===== src/common/dspwm_defs.svh =====
`ifndef DSPWM_DEFS_SVH
`define DSPWM_DEFS_SVH

// register byte offsets
`define DSPWM_CTRL_OFS 8'h00
`define DSPWM_COUNT_OFS 8'h04
`define DSPWM_CMPA_OFS 8'h08
`define DSPWM_CMPB_OFS 8'h0C
`define DSPWM_CAPT_OFS 8'h10
`define DSPWM_STAT_OFS 8'h14
`define DSPWM_MASK_OFS 8'h18

// reset values and writable bits
`define DSPWM_CTRL_RST 32'h0000_0000
`define DSPWM_CTRL_WMASK 32'h0000_37FF
`define DSPWM_CMP_RST 16'h0000
`define DSPWM_CAPT_RST 16'h0000
`define DSPWM_FLAG_RST 4'h0

// waveform mode encodings
`define DSPWM_MODE_CAPT_TOP 4'h8
`define DSPWM_MODE_CMPA_TOP 4'h9

// output mode encodings
`define DSPWM_OUT_OFF 2'h0
`define DSPWM_OUT_TOGGLE 2'h1
`define DSPWM_OUT_NONINV 2'h2
`define DSPWM_OUT_INV 2'h3

// prescaler select codes and terminal counts (ratio minus one)
`define DSPWM_SEL_STOP 3'h0
`define DSPWM_SEL_DIV1 3'h1
`define DSPWM_SEL_DIV8 3'h2
`define DSPWM_SEL_DIV64 3'h3
`define DSPWM_SEL_DIV256 3'h4
`define DSPWM_SEL_DIV1024 3'h5
`define DSPWM_LIM_DIV1 10'h000
`define DSPWM_LIM_DIV8 10'h007
`define DSPWM_LIM_DIV64 10'h03F
`define DSPWM_LIM_DIV256 10'h0FF
`define DSPWM_LIM_DIV1024 10'h3FF

// bus responses
`define DSPWM_RESP_OKAY 2'h0
`define DSPWM_RESP_SLVERR 2'h2

`endif


===== src/common/dspwm_pkg.sv =====
package dspwm_pkg;

  // count direction of the dual-slope counter
  typedef enum logic {DSPWM_UP, DSPWM_DOWN} dspwm_dir_type;

  // control register layout, bits 13:0
  typedef struct packed {
    logic [1:0] pin_dir;    // per-channel pin direction, 1 = output
    logic rsv;
    logic [2:0] clk_sel;    // prescaler select
    logic [1:0] mode_a;     // output mode, channel a
    logic [1:0] mode_b;     // output mode, channel b
    logic [3:0] wave_mode;  // waveform mode
  } dspwm_ctrl_type;

  // status and mask register layout, bits 3:0
  typedef struct packed {
    logic capture;
    logic cmp_b;
    logic cmp_a;
    logic overflow;
  } dspwm_flags_type;

  // compare output pins, index 0 = channel a
  typedef struct packed {
    logic [1:0] oe_n;
    logic [1:0] level;
  } dspwm_pin_type;

endpackage : dspwm_pkg


===== src/rtl/dspwm_timer.sv =====
// Notes on behaviour
// - dual-slope counting runs only when waveform mode is 0x8 or 0x9.
// - counter runs from zero up to TOP, then back down to zero.
// - non-inverting clears on up-count match, sets on down-count match; inverting opposite.
// - TOP is capture register in mode 0x8, compare A in 0x9.
// - counter stays at TOP for exactly one timer tick before counting down.
// - a channel's compare flag sets whenever the counter equals its compare value.
// - overflow flag sets in the tick where compare buffers load, at bottom.
// - capture or compare A flag sets at TOP when that register supplies TOP.
// - TOP must not be below any compare value, else that channel never matches.
// - compare values are double buffered and load only at bottom.
// - output mode 0x2 gives non-inverted PWM, 0x3 inverted PWM.
// - compare output reaches its pin only when the direction bit selects output.
// - tick enable comes from prescaler dividing by 1, 8, 64, 256 or 1024.
// - compare zero gives constant low, compare TOP constant high, non-inverted.
// - with compare A as TOP and toggle mode, output A toggles each match.
// - all logic on one clock; the tick is a one-cycle counter enable.
//
// Decided for this implementation: the AXI4-Lite register port and the address map.
`include "dspwm_defs.svh"

module dspwm_timer #(
  parameter int W = 16  // counter width
) (
  input wire logic i_core_clk,                 // core clock
  input wire logic i_resetn,                   // synchronous reset, active low
  input wire logic [7:0] i_awaddr,             // write address
  input wire logic i_awvalid,                  // write address valid
  output logic o_awready,                      // write address ready
  input wire logic [31:0] i_wdata,             // write data
  input wire logic [3:0] i_wstrb,              // write byte strobes
  input wire logic i_wvalid,                   // write data valid
  output logic o_wready,                       // write data ready
  output logic [1:0] o_bresp,                  // write response
  output logic o_bvalid,                       // write response valid
  input wire logic i_bready,                   // write response ready
  input wire logic [7:0] i_araddr,             // read address
  input wire logic i_arvalid,                  // read address valid
  output logic o_arready,                      // read address ready
  output logic [31:0] o_rdata,                 // read data
  output logic [1:0] o_rresp,                  // read response
  output logic o_rvalid,                       // read data valid
  input wire logic i_rready,                   // read data ready
  output dspwm_pkg::dspwm_pin_type o_pin,      // compare output pins
  output logic o_irq                           // interrupt, active high level
);
  import dspwm_pkg::*;

  logic [31:0] ctrl_reg;
  dspwm_ctrl_type ctrl;
  logic [W-1:0] cmp_buf [2];
  logic [W-1:0] cmp_act [2];
  logic [W-1:0] capt_reg;
  dspwm_flags_type status;
  dspwm_flags_type mask;
  dspwm_flags_type next_status;
  dspwm_flags_type set_flags;
  dspwm_flags_type clr_flags;
  logic [W-1:0] cnt;
  logic [W-1:0] top;
  dspwm_dir_type dir;
  logic [9:0] pre_cnt;
  logic [9:0] pre_lim;
  logic tick;
  logic pfc_mode;
  logic run;
  logic at_bottom;
  logic at_top;
  logic eff_up;
  logic [1:0] match;
  logic [1:0] out_lvl;
  logic [1:0] next_lvl;
  logic [1:0] mode [2];
  logic [7:0] aw_addr;
  logic [31:0] w_data;
  logic [3:0] w_strb;
  logic do_write;
  logic wr_hit;

  // byte-lane merge of a bus write into a register
  function automatic logic [31:0] merge(input logic [31:0] old, input logic [31:0] data,
                                        input logic [3:0] strb);
    logic [31:0] res;
    res = old;
    for (int b = 0; b < 4; b++) begin
      if (strb[b]) begin
        res[b*8 +: 8] = data[b*8 +: 8];
      end
    end
    return res;
  endfunction : merge

  assign ctrl = dspwm_ctrl_type'(ctrl_reg[13:0]);
  assign mode[0] = ctrl.mode_a;
  assign mode[1] = ctrl.mode_b;

  ////////////////////////////////////////////////////////////////////////////////
  // register bus

  // write channel: address and data taken in either order, answer after both
  assign do_write = !o_awready && !o_wready && !o_bvalid;

  always_ff @(posedge i_core_clk) begin
    if (!i_resetn) begin
      o_awready <= 1'b1;
      o_wready <= 1'b1;
      o_bvalid <= 1'b0;
      o_bresp <= `DSPWM_RESP_OKAY;
      aw_addr <= 8'h00;
      w_data <= 32'h0000_0000;
      w_strb <= 4'h0;
    end else begin
      if (i_awvalid && o_awready) begin
        o_awready <= 1'b0;
        aw_addr <= i_awaddr;
      end
      if (i_wvalid && o_wready) begin
        o_wready <= 1'b0;
        w_data <= i_wdata;
        w_strb <= i_wstrb;
      end
      if (do_write) begin
        o_bvalid <= 1'b1;
        o_bresp <= wr_hit ? `DSPWM_RESP_OKAY : `DSPWM_RESP_SLVERR;
      end
      if (o_bvalid && i_bready) begin
        o_bvalid <= 1'b0;
        o_awready <= 1'b1;
        o_wready <= 1'b1;
      end
    end
  end

  // address decode for writes; the count register is read-only but accepted
  always_comb begin
    unique case (aw_addr)
      `DSPWM_CTRL_OFS, `DSPWM_COUNT_OFS, `DSPWM_CMPA_OFS, `DSPWM_CMPB_OFS,
      `DSPWM_CAPT_OFS, `DSPWM_STAT_OFS, `DSPWM_MASK_OFS: wr_hit = 1'b1;
      default: wr_hit = 1'b0;
    endcase
  end

  // software-written registers; compare writes land in the buffers only
  always_ff @(posedge i_core_clk) begin
    if (!i_resetn) begin
      ctrl_reg <= `DSPWM_CTRL_RST;
      cmp_buf[0] <= `DSPWM_CMP_RST;
      cmp_buf[1] <= `DSPWM_CMP_RST;
      capt_reg <= `DSPWM_CAPT_RST;
      mask <= `DSPWM_FLAG_RST;
    end else if (do_write) begin
      unique case (aw_addr)
        `DSPWM_CTRL_OFS: ctrl_reg <= merge(ctrl_reg, w_data, w_strb) & `DSPWM_CTRL_WMASK;
        `DSPWM_CMPA_OFS: cmp_buf[0] <= W'(merge(32'(cmp_buf[0]), w_data, w_strb));
        `DSPWM_CMPB_OFS: cmp_buf[1] <= W'(merge(32'(cmp_buf[1]), w_data, w_strb));
        `DSPWM_CAPT_OFS: capt_reg <= W'(merge(32'(capt_reg), w_data, w_strb));
        `DSPWM_MASK_OFS: mask <= dspwm_flags_type'(w_strb[0] ? w_data[3:0] : mask);
        default: ;
      endcase
    end
  end

  // read channel: one read at a time, data one cycle after the address
  always_ff @(posedge i_core_clk) begin
    if (!i_resetn) begin
      o_arready <= 1'b1;
      o_rvalid <= 1'b0;
      o_rdata <= 32'h0000_0000;
      o_rresp <= `DSPWM_RESP_OKAY;
    end else if (i_arvalid && o_arready) begin
      o_arready <= 1'b0;
      o_rvalid <= 1'b1;
      o_rresp <= `DSPWM_RESP_OKAY;
      unique case (i_araddr)
        `DSPWM_CTRL_OFS: o_rdata <= ctrl_reg;
        `DSPWM_COUNT_OFS: o_rdata <= 32'(cnt);
        `DSPWM_CMPA_OFS: o_rdata <= 32'(cmp_buf[0]);
        `DSPWM_CMPB_OFS: o_rdata <= 32'(cmp_buf[1]);
        `DSPWM_CAPT_OFS: o_rdata <= 32'(capt_reg);
        `DSPWM_STAT_OFS: o_rdata <= {28'h000_0000, status};
        `DSPWM_MASK_OFS: o_rdata <= {28'h000_0000, mask};
        default: begin
          o_rdata <= 32'h0000_0000;
          o_rresp <= `DSPWM_RESP_SLVERR;
        end
      endcase
    end else if (o_rvalid && i_rready) begin
      o_rvalid <= 1'b0;
      o_arready <= 1'b1;
    end
  end

  ////////////////////////////////////////////////////////////////////////////////
  // prescaler: the tick is an enable, never a clock, so no second domain exists

  always_comb begin
    unique case (ctrl.clk_sel)
      `DSPWM_SEL_DIV1: pre_lim = `DSPWM_LIM_DIV1;
      `DSPWM_SEL_DIV8: pre_lim = `DSPWM_LIM_DIV8;
      `DSPWM_SEL_DIV64: pre_lim = `DSPWM_LIM_DIV64;
      `DSPWM_SEL_DIV256: pre_lim = `DSPWM_LIM_DIV256;
      default: pre_lim = `DSPWM_LIM_DIV1024;
    endcase
  end

  // select codes above the last ratio stop the timer like code zero
  always_ff @(posedge i_core_clk) begin
    if (!i_resetn) begin
      pre_cnt <= 10'h000;
      tick <= 1'b0;
    end else if (ctrl.clk_sel == `DSPWM_SEL_STOP || ctrl.clk_sel > `DSPWM_SEL_DIV1024) begin
      pre_cnt <= 10'h000;
      tick <= 1'b0;
    end else if (pre_cnt >= pre_lim) begin
      pre_cnt <= 10'h000;
      tick <= 1'b1;
    end else begin
      pre_cnt <= pre_cnt + 10'h001;
      tick <= 1'b0;
    end
  end

  ////////////////////////////////////////////////////////////////////////////////
  // dual-slope counter

  assign pfc_mode = (ctrl.wave_mode == `DSPWM_MODE_CAPT_TOP) ||
                    (ctrl.wave_mode == `DSPWM_MODE_CMPA_TOP);
  assign run = tick && pfc_mode;
  // software keeps top at 3 or more; a smaller top still reverses safely
  assign top = (ctrl.wave_mode == `DSPWM_MODE_CMPA_TOP) ? cmp_act[0] : capt_reg;
  assign at_bottom = run && cnt == '0;
  assign at_top = run && cnt >= top;
  // bottom counts as rising and top as falling, so the extremes give flat levels
  assign eff_up = (cnt == '0) || (dir == DSPWM_UP && cnt < top);

  // reverse at or past top, never at zero: a stale top of zero would wrap the count
  always_ff @(posedge i_core_clk) begin
    if (!i_resetn) begin
      cnt <= '0;
      dir <= DSPWM_UP;
    end else if (run) begin
      unique case (dir)
        DSPWM_UP: begin
          if (cnt >= top && cnt != '0) begin
            dir <= DSPWM_DOWN;
            cnt <= cnt - W'(1);
          end else begin
            cnt <= cnt + W'(1);
          end
        end
        DSPWM_DOWN: begin
          if (cnt == '0) begin
            dir <= DSPWM_UP;
            cnt <= cnt + W'(1);
          end else begin
            cnt <= cnt - W'(1);
          end
        end
      endcase
    end
  end

  ////////////////////////////////////////////////////////////////////////////////
  // compare channels

  // per-channel match and next output level
  for (genvar i = 0; i < 2; i++) begin : g_chan
    assign match[i] = run && cnt == cmp_act[i];
    always_comb begin
      next_lvl[i] = out_lvl[i];
      if (match[i]) begin
        unique case (mode[i])
          `DSPWM_OUT_NONINV: next_lvl[i] = !eff_up;
          `DSPWM_OUT_INV: next_lvl[i] = eff_up;
          `DSPWM_OUT_TOGGLE: begin
            if (i == 0 && ctrl.wave_mode == `DSPWM_MODE_CMPA_TOP) begin
              next_lvl[i] = !out_lvl[i];
            end
          end
          default: ;
        endcase
      end
    end
  end

  // active compare values load only at bottom, so both slopes stay equal
  always_ff @(posedge i_core_clk) begin
    if (!i_resetn) begin
      cmp_act[0] <= `DSPWM_CMP_RST;
      cmp_act[1] <= `DSPWM_CMP_RST;
    end else if (at_bottom) begin
      cmp_act[0] <= cmp_buf[0];
      cmp_act[1] <= cmp_buf[1];
    end
  end

  // output levels and pins; a channel in mode zero leaves its pin undriven
  always_ff @(posedge i_core_clk) begin
    if (!i_resetn) begin
      out_lvl <= 2'h0;
      o_pin <= '{oe_n: 2'h3, level: 2'h0};
    end else begin
      out_lvl <= next_lvl;
      for (int i = 0; i < 2; i++) begin
        o_pin.level[i] <= next_lvl[i];
        o_pin.oe_n[i] <= !(ctrl.pin_dir[i] && mode[i] != `DSPWM_OUT_OFF);
      end
    end
  end

  ////////////////////////////////////////////////////////////////////////////////
  // flags and interrupt

  assign set_flags.overflow = at_bottom;
  assign set_flags.cmp_a = match[0];
  assign set_flags.cmp_b = match[1];
  assign set_flags.capture = at_top && ctrl.wave_mode == `DSPWM_MODE_CAPT_TOP;
  assign clr_flags = (do_write && aw_addr == `DSPWM_STAT_OFS && w_strb[0]) ?
                     dspwm_flags_type'(w_data[3:0]) : `DSPWM_FLAG_RST;
  // a new event wins over a clear in the same cycle
  assign next_status = (status & ~clr_flags) | set_flags;

  // flags register the tick cycle's events, so they show one edge later
  always_ff @(posedge i_core_clk) begin
    if (!i_resetn) begin
      status <= `DSPWM_FLAG_RST;
      o_irq <= 1'b0;
    end else begin
      status <= next_status;
      o_irq <= |(next_status & mask);
    end
  end
endmodule : dspwm_timer


===== config.mk =====
export PLATFORM = sky130hd
export DESIGN_NAME = dspwm_timer
export DESIGN_NICKNAME = d
export VERILOG_FILES = /design/src/common/dspwm_pkg.sv /design/src/rtl/dspwm_timer.sv
export VERILOG_INCLUDE_DIRS = /design/src /design/src/common
export SDC_FILE = /design/constraint.sdc
export NUM_CORES = 1
export LEC_CHECK = 0
export ABC_AREA = 1
export ABC_CLOCK_PERIOD_IN_PS = 3300
export BUFFER_PORTS_ARGS = -buffer_cell sky130_fd_sc_hd__buf_4
export CORE_MARGIN = 5
export CORE_UTILIZATION = 50
export CTS_BUF_LIST = sky130_fd_sc_hd__clkbuf_2
export DETAILED_ROUTE_END_ITERATION = 16
export PLACE_DENSITY = 0.7
export SYNTH_ARGS = -nofsm -noshare
export SYNTH_HDL_FRONTEND = slang
export SYNTH_SLANG_ARGS = --single-unit

===== constraint.sdc =====
create_clock -name i_core_clk -period 3.3 [get_ports i_core_clk]
set_input_delay 0.495 -clock i_core_clk [delete_from_list [all_inputs] [get_ports i_core_clk]]
set_output_delay 0.495 -clock i_core_clk [all_outputs]
set_load 0.005 [all_outputs]

# == Yosys cells after proc, flatten, opt, wreduce, memory -nomap -nowiden ==
# Memories as Yosys holds them, arrays and structs flattened.
# Cells that the tools add are included.
# word_totals
input_bits,59
n_memories,2
ramBits,64
ff_bits,137
# mem_list
memory,words,width,read_ports,rd_clocked_by_memory_dff,write_ports,line,rtl
cmp_act,2,16,2,0,2,dspwm_timer.sv:52,logic [W-1:0] cmp_act [2];
cmp_buf,2,16,2,0,2,dspwm_timer.sv:51,logic [W-1:0] cmp_buf [2];
# op_classes
order_cmp,4
muxes,53
eq_ne,26
n_reduce_logical,52
bitwise_logic,10
addsub,3
# ops
cell,count
$mux 8,16
$mux 16,7
$pmux 16 s7,1
$eq 8x5->1 const B,6
$pmux 10 s4,1
$eq 16x16->1,2
$eq 8x4->1 const B,4
$pmux 16 s2,1
$mux 1,21
$logic_and 1x1->1,19
$reduce_and 3->1,6
$add 16x1->16 const B,1
$eq 8x3->1 const B,2
$ge 16x16->1,1
$logic_not 16->1,1
$logic_not 8->1,2
$lt 16x16->1,1
$reduce_bool 16->1,1
$sub 16x1->16 const B,1
$reduce_or 7->1,2
$add 10x1->10 const B,1
$ge 10x10->1,1
$and 4x4->4,2
$eq 2x2->1 const B,4
24 further kinds,44

# == Depth between registers and ports, before layout ==
# depth
word_depth,11
mapped_depth,23
ltp_nobuf,23

# == Worst setup path before layout ==
# OpenSTA, ideal clock, no wires.
# synth_timing
kind,reg-to-reg
startpoint,register ctrl_reg[3]
endpoint,register cnt[5]
t_required_ns,3.181
setup_ns,0.119
path_slack_ns,0.721
stages_incl_launch_ff,20
arrival_ns,2.459
cell_sequence,dfxtp_1 inv_1 nor2_1 nand2_1 nor2_2 inv_1 clkbuf_1 nand2_1 o21ai_0 ha_1 nand2_1 o21bai_1 nand2_1 a21oi_1 nand3_2 nand2_2 buf_4 nand2_1 nand3_1 a21oi_1
# synth_between
elab_chain_len,6
elab_cells_between_ends,9
classes_between,order compare (1); eq/ne (2); mux (3); reduce/logical (3)
# synth_rtl
element,line,rtl
from (decl),dspwm_timer.sv:49,logic [31:0] ctrl_reg;
from (signal assigned),dspwm_timer.sv:146,ctrl_reg <= `DSPWM_CTRL_RST;
from (signal assigned),dspwm_timer.sv:153,"`DSPWM_CTRL_OFS: ctrl_reg <= merge(ctrl_reg, w_data, w_strb) & `DSPWM_CTRL_WMASK;"
$eq 4x4->1 (no line),n/a,
$mux 16,dspwm_timer.sv:230,assign top = (ctrl.wave_mode == `DSPWM_MODE_CMPA_TOP) ? cmp_act[0] : capt_reg;
$ge 16x16->1,dspwm_timer.sv:244,if (cnt >= top && cnt != '0) begin
$logic_and 1x1->1,dspwm_timer.sv:244,
$mux 16,dspwm_timer.sv:244,
$pmux 16 s2,dspwm_timer.sv:242,unique case (dir)
to (signal assigned),dspwm_timer.sv:246,cnt <= cnt - W'(1);
to (signal assigned),dspwm_timer.sv:248,cnt <= cnt + W'(1);
to (signal assigned),dspwm_timer.sv:254,cnt <= cnt + W'(1);
to (decl),dspwm_timer.sv:59,logic [W-1:0] cnt;
# Parallel ways exist; a longest one is shown, timed or not.
# A chain may end at the register's enable or synchronous reset.

# == Worst setup path in the final report ==
# layout_timing
startpoint,register ctrl_reg[2]
endpoint,register out_lvl[1]
# layout_between
elab_chain_len,7
elab_cells_between_ends,12
classes_between,order compare (1); eq/ne (2); mux (2); reduce/logical (7)
# layout_rtl
element,line,rtl
$eq 4x4->1 (no line),n/a,
$mux 16,dspwm_timer.sv:230,
$lt 16x16->1,dspwm_timer.sv:234,assign eff_up = (cnt == '0) || (dir == DSPWM_UP && cnt < top);
$logic_and 1x1->1,dspwm_timer.sv:234,
$logic_or 1x1->1,dspwm_timer.sv:234,
$logic_not 1->1,dspwm_timer.sv:273,`DSPWM_OUT_NONINV: next_lvl[i] = !eff_up;
$pmux 1 s2,dspwm_timer.sv:272,unique case (mode[i])
to (signal assigned),dspwm_timer.sv:303,out_lvl <= next_lvl;
to (decl),dspwm_timer.sv:71,logic [1:0] out_lvl;
# Parallel ways exist; a longest one is shown, timed or not.

==> key figures <==
Layout
  – Final core occ: 0.571
  – Synth-to-layout area growth: 12.0%
  – Finished Layout Cells: 1658
  – Biggest regs: cmp_act: 32 flops, cmp_buf: 32 flops
  – Fill count: 1834
  – Ratio of cells with drive above 1 in the final layout: 0.114
  – Final #Nets: 1468
  – Fin area: 11200 um2

Clocking
  – Clk buf depth: 2
  – CTS H-tree lvls: 4
  – Clk_lat worst skew: 0.78 ns
  – CTS Sinks: 183
  – Number of CTS-inserted buffers: 17
  – Post-CTS sizing: 0
  – Root Buffer Master: clkbuf_2
  – Clock transition at path regs: 0.35 ns
  – CTS tree: yes

STA
  – Setup-failing EPs final: 0
  – Final Hold Viols: 0
  – RSZ-0062 raised after global routing: no
  – Tmin final: 2.84 ns
  – Layout Skew: 0.0771 ns
  – Fmax achieved: 352 MHz
  – Final Max Slew Viols: 0
  – WHS: 0.0756 ns
  – Worst slew pin tran: 1.24 ns
  – Fin Setup TNS: 0 ns
  – Fin crit share: 0.860
  – Slew HR: 0.167

Logic synthesis
  – Cell with the most instances after synthesis: nand2_1
  – Flop and latch count out of synthesis: 183
  – Post-synth top area cell: dfxtp_1
  – Largest family of logic cells by synthesized area: simple AND/OR/NAND/NOR gates
  – Post-synthesis simple-gate area fraction: 0.232
  – Synth area leaders: dfxtp_1, edfxtp_1, nand2_1
  – Post-Syn Area: 9980 um2
  – EDFF count, synth: 64
  – Synth Warn #: 0
  – Syn avg cell area: 7.70 um2
  – Synth Area in Compound Gates: 0.150
  – Yosys top cell area share: 0.239
  – Seq/Total Area, Yosys: 0.431
  – Synth Area in XOR/XNOR: 0.0404
  – Post-synth top cells: nand2_1, inv_1, nor2_1
  – Mux contribution to synthesized area: 0.00201
  – Syn Inst Count: 1296
  – Adder-Cell Fraction of Synth Area: 0.0376
  – Unique cell type count in the Yosys netlist: 48
  – Share of flip-flops with an asynchronous set or reset: 0
  – Top_reg_cell synth: dfxtp_1

Critical path
  – Crit path DAT: 3.54 ns
  – CP Class: flip-flop to flip-flop
  – Worst Setup Start Kind: flip-flop
  – Worst-path cell chain: nor2_1 > nand2_1 > nor2_2 > inv_1 > nand2_1 > o21ai_0 > ha_1 > nand2_1 > o21bai_1 > nand2_1 > a21oi_1 > nand3_1 > nand2_1 > inv_1 > nand2_1 > nand2_1 > nor2_1 > nor2_1
  – Crit-path max FO: 16
  – CP peak stage delay: 0.42 ns
  – Slowest cell on crit path: dfxtp_1
  – Worst path most repeated cell: nand2_1
  – Reg-to-Reg Start: ctrl_reg[2]$_SDFFE_PN0P_
  – CP Capture Type: flip-flop
  – R2R Path End: out_lvl[1]$_SDFFE_PN0P_
  – Worst Setup EP: out_lvl[1]$_SDFFE_PN0P_
  – Crit path launch: ctrl_reg[2]$_SDFFE_PN0P_
  – Worst reg2reg setup slack: 0.46 ns
  – R2R depth: 18
  – CP required: 4.00 ns

Floorplanning
  – Initial Utilization: 0.510
  – Die X: 151 um
  – Cell Rows: 51
  – Die Span Y: 151 um
  – Core region area: 19600 um2
  – Die ar.: 22900 um2
  – Num ports: 105

Placement
  – DPL Wire Length: 18500 um
  – Port Buffers: 68
  – Placed cell area: 10600 um2
  – Placed cell count: 1589
  – GPL Wtd Cong: 0.929

Power
  – Pleak: 4.84 nW
  – Pwr per Cell Area: 355 nW/um2
  – Peak supply drop: 0.407 mV

Min path
  – Worst hold path class: input port to flip-flop

Routing
  – Drt wl/cell: 15.1 um
  – DRC viols: 0
  – Starting DRT DRC Count: 622
  – TritonRoute pass-1 iters: 6
  – Post-DR vias/cell: 5.24
  – Vias post-DR: 8689
  – Detail Route Antenna Nets: 0
  – Drt total wl: 25100 um

Run
  – Max-cap violation count: 0

GRT
  – First-pass GRT wire length: 41500 um
  – GRT Overall Usage: 0.228
  – Initial antenna violation count: 1
  – Vias in the first global route: 8111
  – Largest net degree at the start of global routing: 43
  – Gr ovfl total: 0

Outcome
  – Status: finished, final reports clean
==> per-layer routing <==
metal / vias to the layer above / share of wire / GRT usage
met4: 0 / 0.013 / 0.0571
li1: 4400 / - / -
met3: 21 / 0.067 / 0.0434
met1: 3956 / 0.45 / 0.312
met2: 312 / 0.47 / 0.372
met5: - / 0 / 0
==> placed cells by master (no fill, tap or decap), drive strengths merged, types with 2 or more instances in the layout <==
cell / netlist / final
clkinv: 3 / 8
clkbuf: 25 / 17
o22ai: 15 / 15
dfxtp: 119 / 119
edfxtp: 64 / 64
inv: 171 / 180
nand4: 12 / 12
o21ai: 112 / 112
nand3b: 2 / 2
o31ai: 4 / 4
conb: 1 / 18
a21oi: 92 / 92
o211ai: 2 / 2
xnor2: 14 / 14
mux2i: 2 / 2
or2: 5 / 5
ha: 30 / 30
dlygate4sd3: 0 / 36
buf: 44 / 80
a31oi: 5 / 5
nand2b: 2 / 2
o221ai: 9 / 9
nand2: 233 / 233
nor4: 2 / 2
nand3: 75 / 75
xor2: 32 / 32
nor2: 177 / 177
nor3: 18 / 18
a211oi: 21 / 21
==> logic make-up (layout without fill, tap and decap cells) <==
group,count (synthesis),in the layout
AO/OA/AOI/OAI,265,265
XOR/XNOR,46,46
adder cells (fa/ha/maj),30,30
buffers and inverters,243,322
flip-flops,183,183
multiplexers,2,2
other,1,19
AND/OR/NAND/NOR,526,526
==> power breakdown <==
part | switching [W] | total [W] | internal [W]
combinational | 0.000190 | 0.000315 | 0.000125
clock | 0.000942 | 0.00121 | 0.000270
sequential | 0.0000338 | 0.00244 | 0.00241
total | 0.00117 | 0.00397 | 0.00280
==> cell type report <==
cell class                      count  area [um2]  share of cell area
Antenna cell                        1        2.50            0.000224
Clock buffer                       17        85.1             0.00761
Clock inverter                     15         174              0.0156
Inverter                          174         654              0.0585
Multi-Input combinational cell    887        4670               0.418
Sequential cell                   183        4300               0.385
Tap cell                          265         332              0.0296
Timing Repair Buffer              116         961              0.0859
==> through the flow <==
stage               setup WS [ns]  total power (W)
detailed placement          0.509          0.00276
global placement            0.559          0.00275
finish                      0.462          0.00397
floorplan                   0.721          0.00266
global route               0.0905          0.00413
CTS                         0.454          0.00398
==> worst min path at each step <==
stage                     slack [ns]  cells past startpoint                 startpoint                       to
after floorplan                 0.39                      1  ctrl_reg[12]$_SDFFE_PN0P_      o_pin[2]$_SDFF_PN1_
after global placement          0.42                      1  ctrl_reg[12]$_SDFFE_PN0P_      o_pin[2]$_SDFF_PN1_
after detailed placement        0.42                      1  ctrl_reg[12]$_SDFFE_PN0P_      o_pin[2]$_SDFF_PN1_
after CTS                       0.01                      3                i_araddr[2]  o_rresp[1]$_SDFFE_PN0P_
after global routing            0.06                      3                i_araddr[2]  o_rresp[1]$_SDFFE_PN0P_
final                           0.08                      3                i_araddr[2]  o_rresp[1]$_SDFFE_PN0P_
==> worst max-delay path, delay by kind of cell (launching register included) <==
family | cells | cell delay, ns
simple gates | 12 | 1.25
compound gates | 3 | 0.43
buf+inv | 2 | 0.31
flops | 1 | 0.42
fa+ha+maj | 1 | 0.31
==> repair_timing <==
action / 4_1_cts / 5_1_grt
buffers inserted: 0 / 0
hold endpoints to repair: 33 / 0
hold buffers: 36 / 0
endpoints found under the setup margin: 0 / 0
Power figures use the tool's default switching activity.
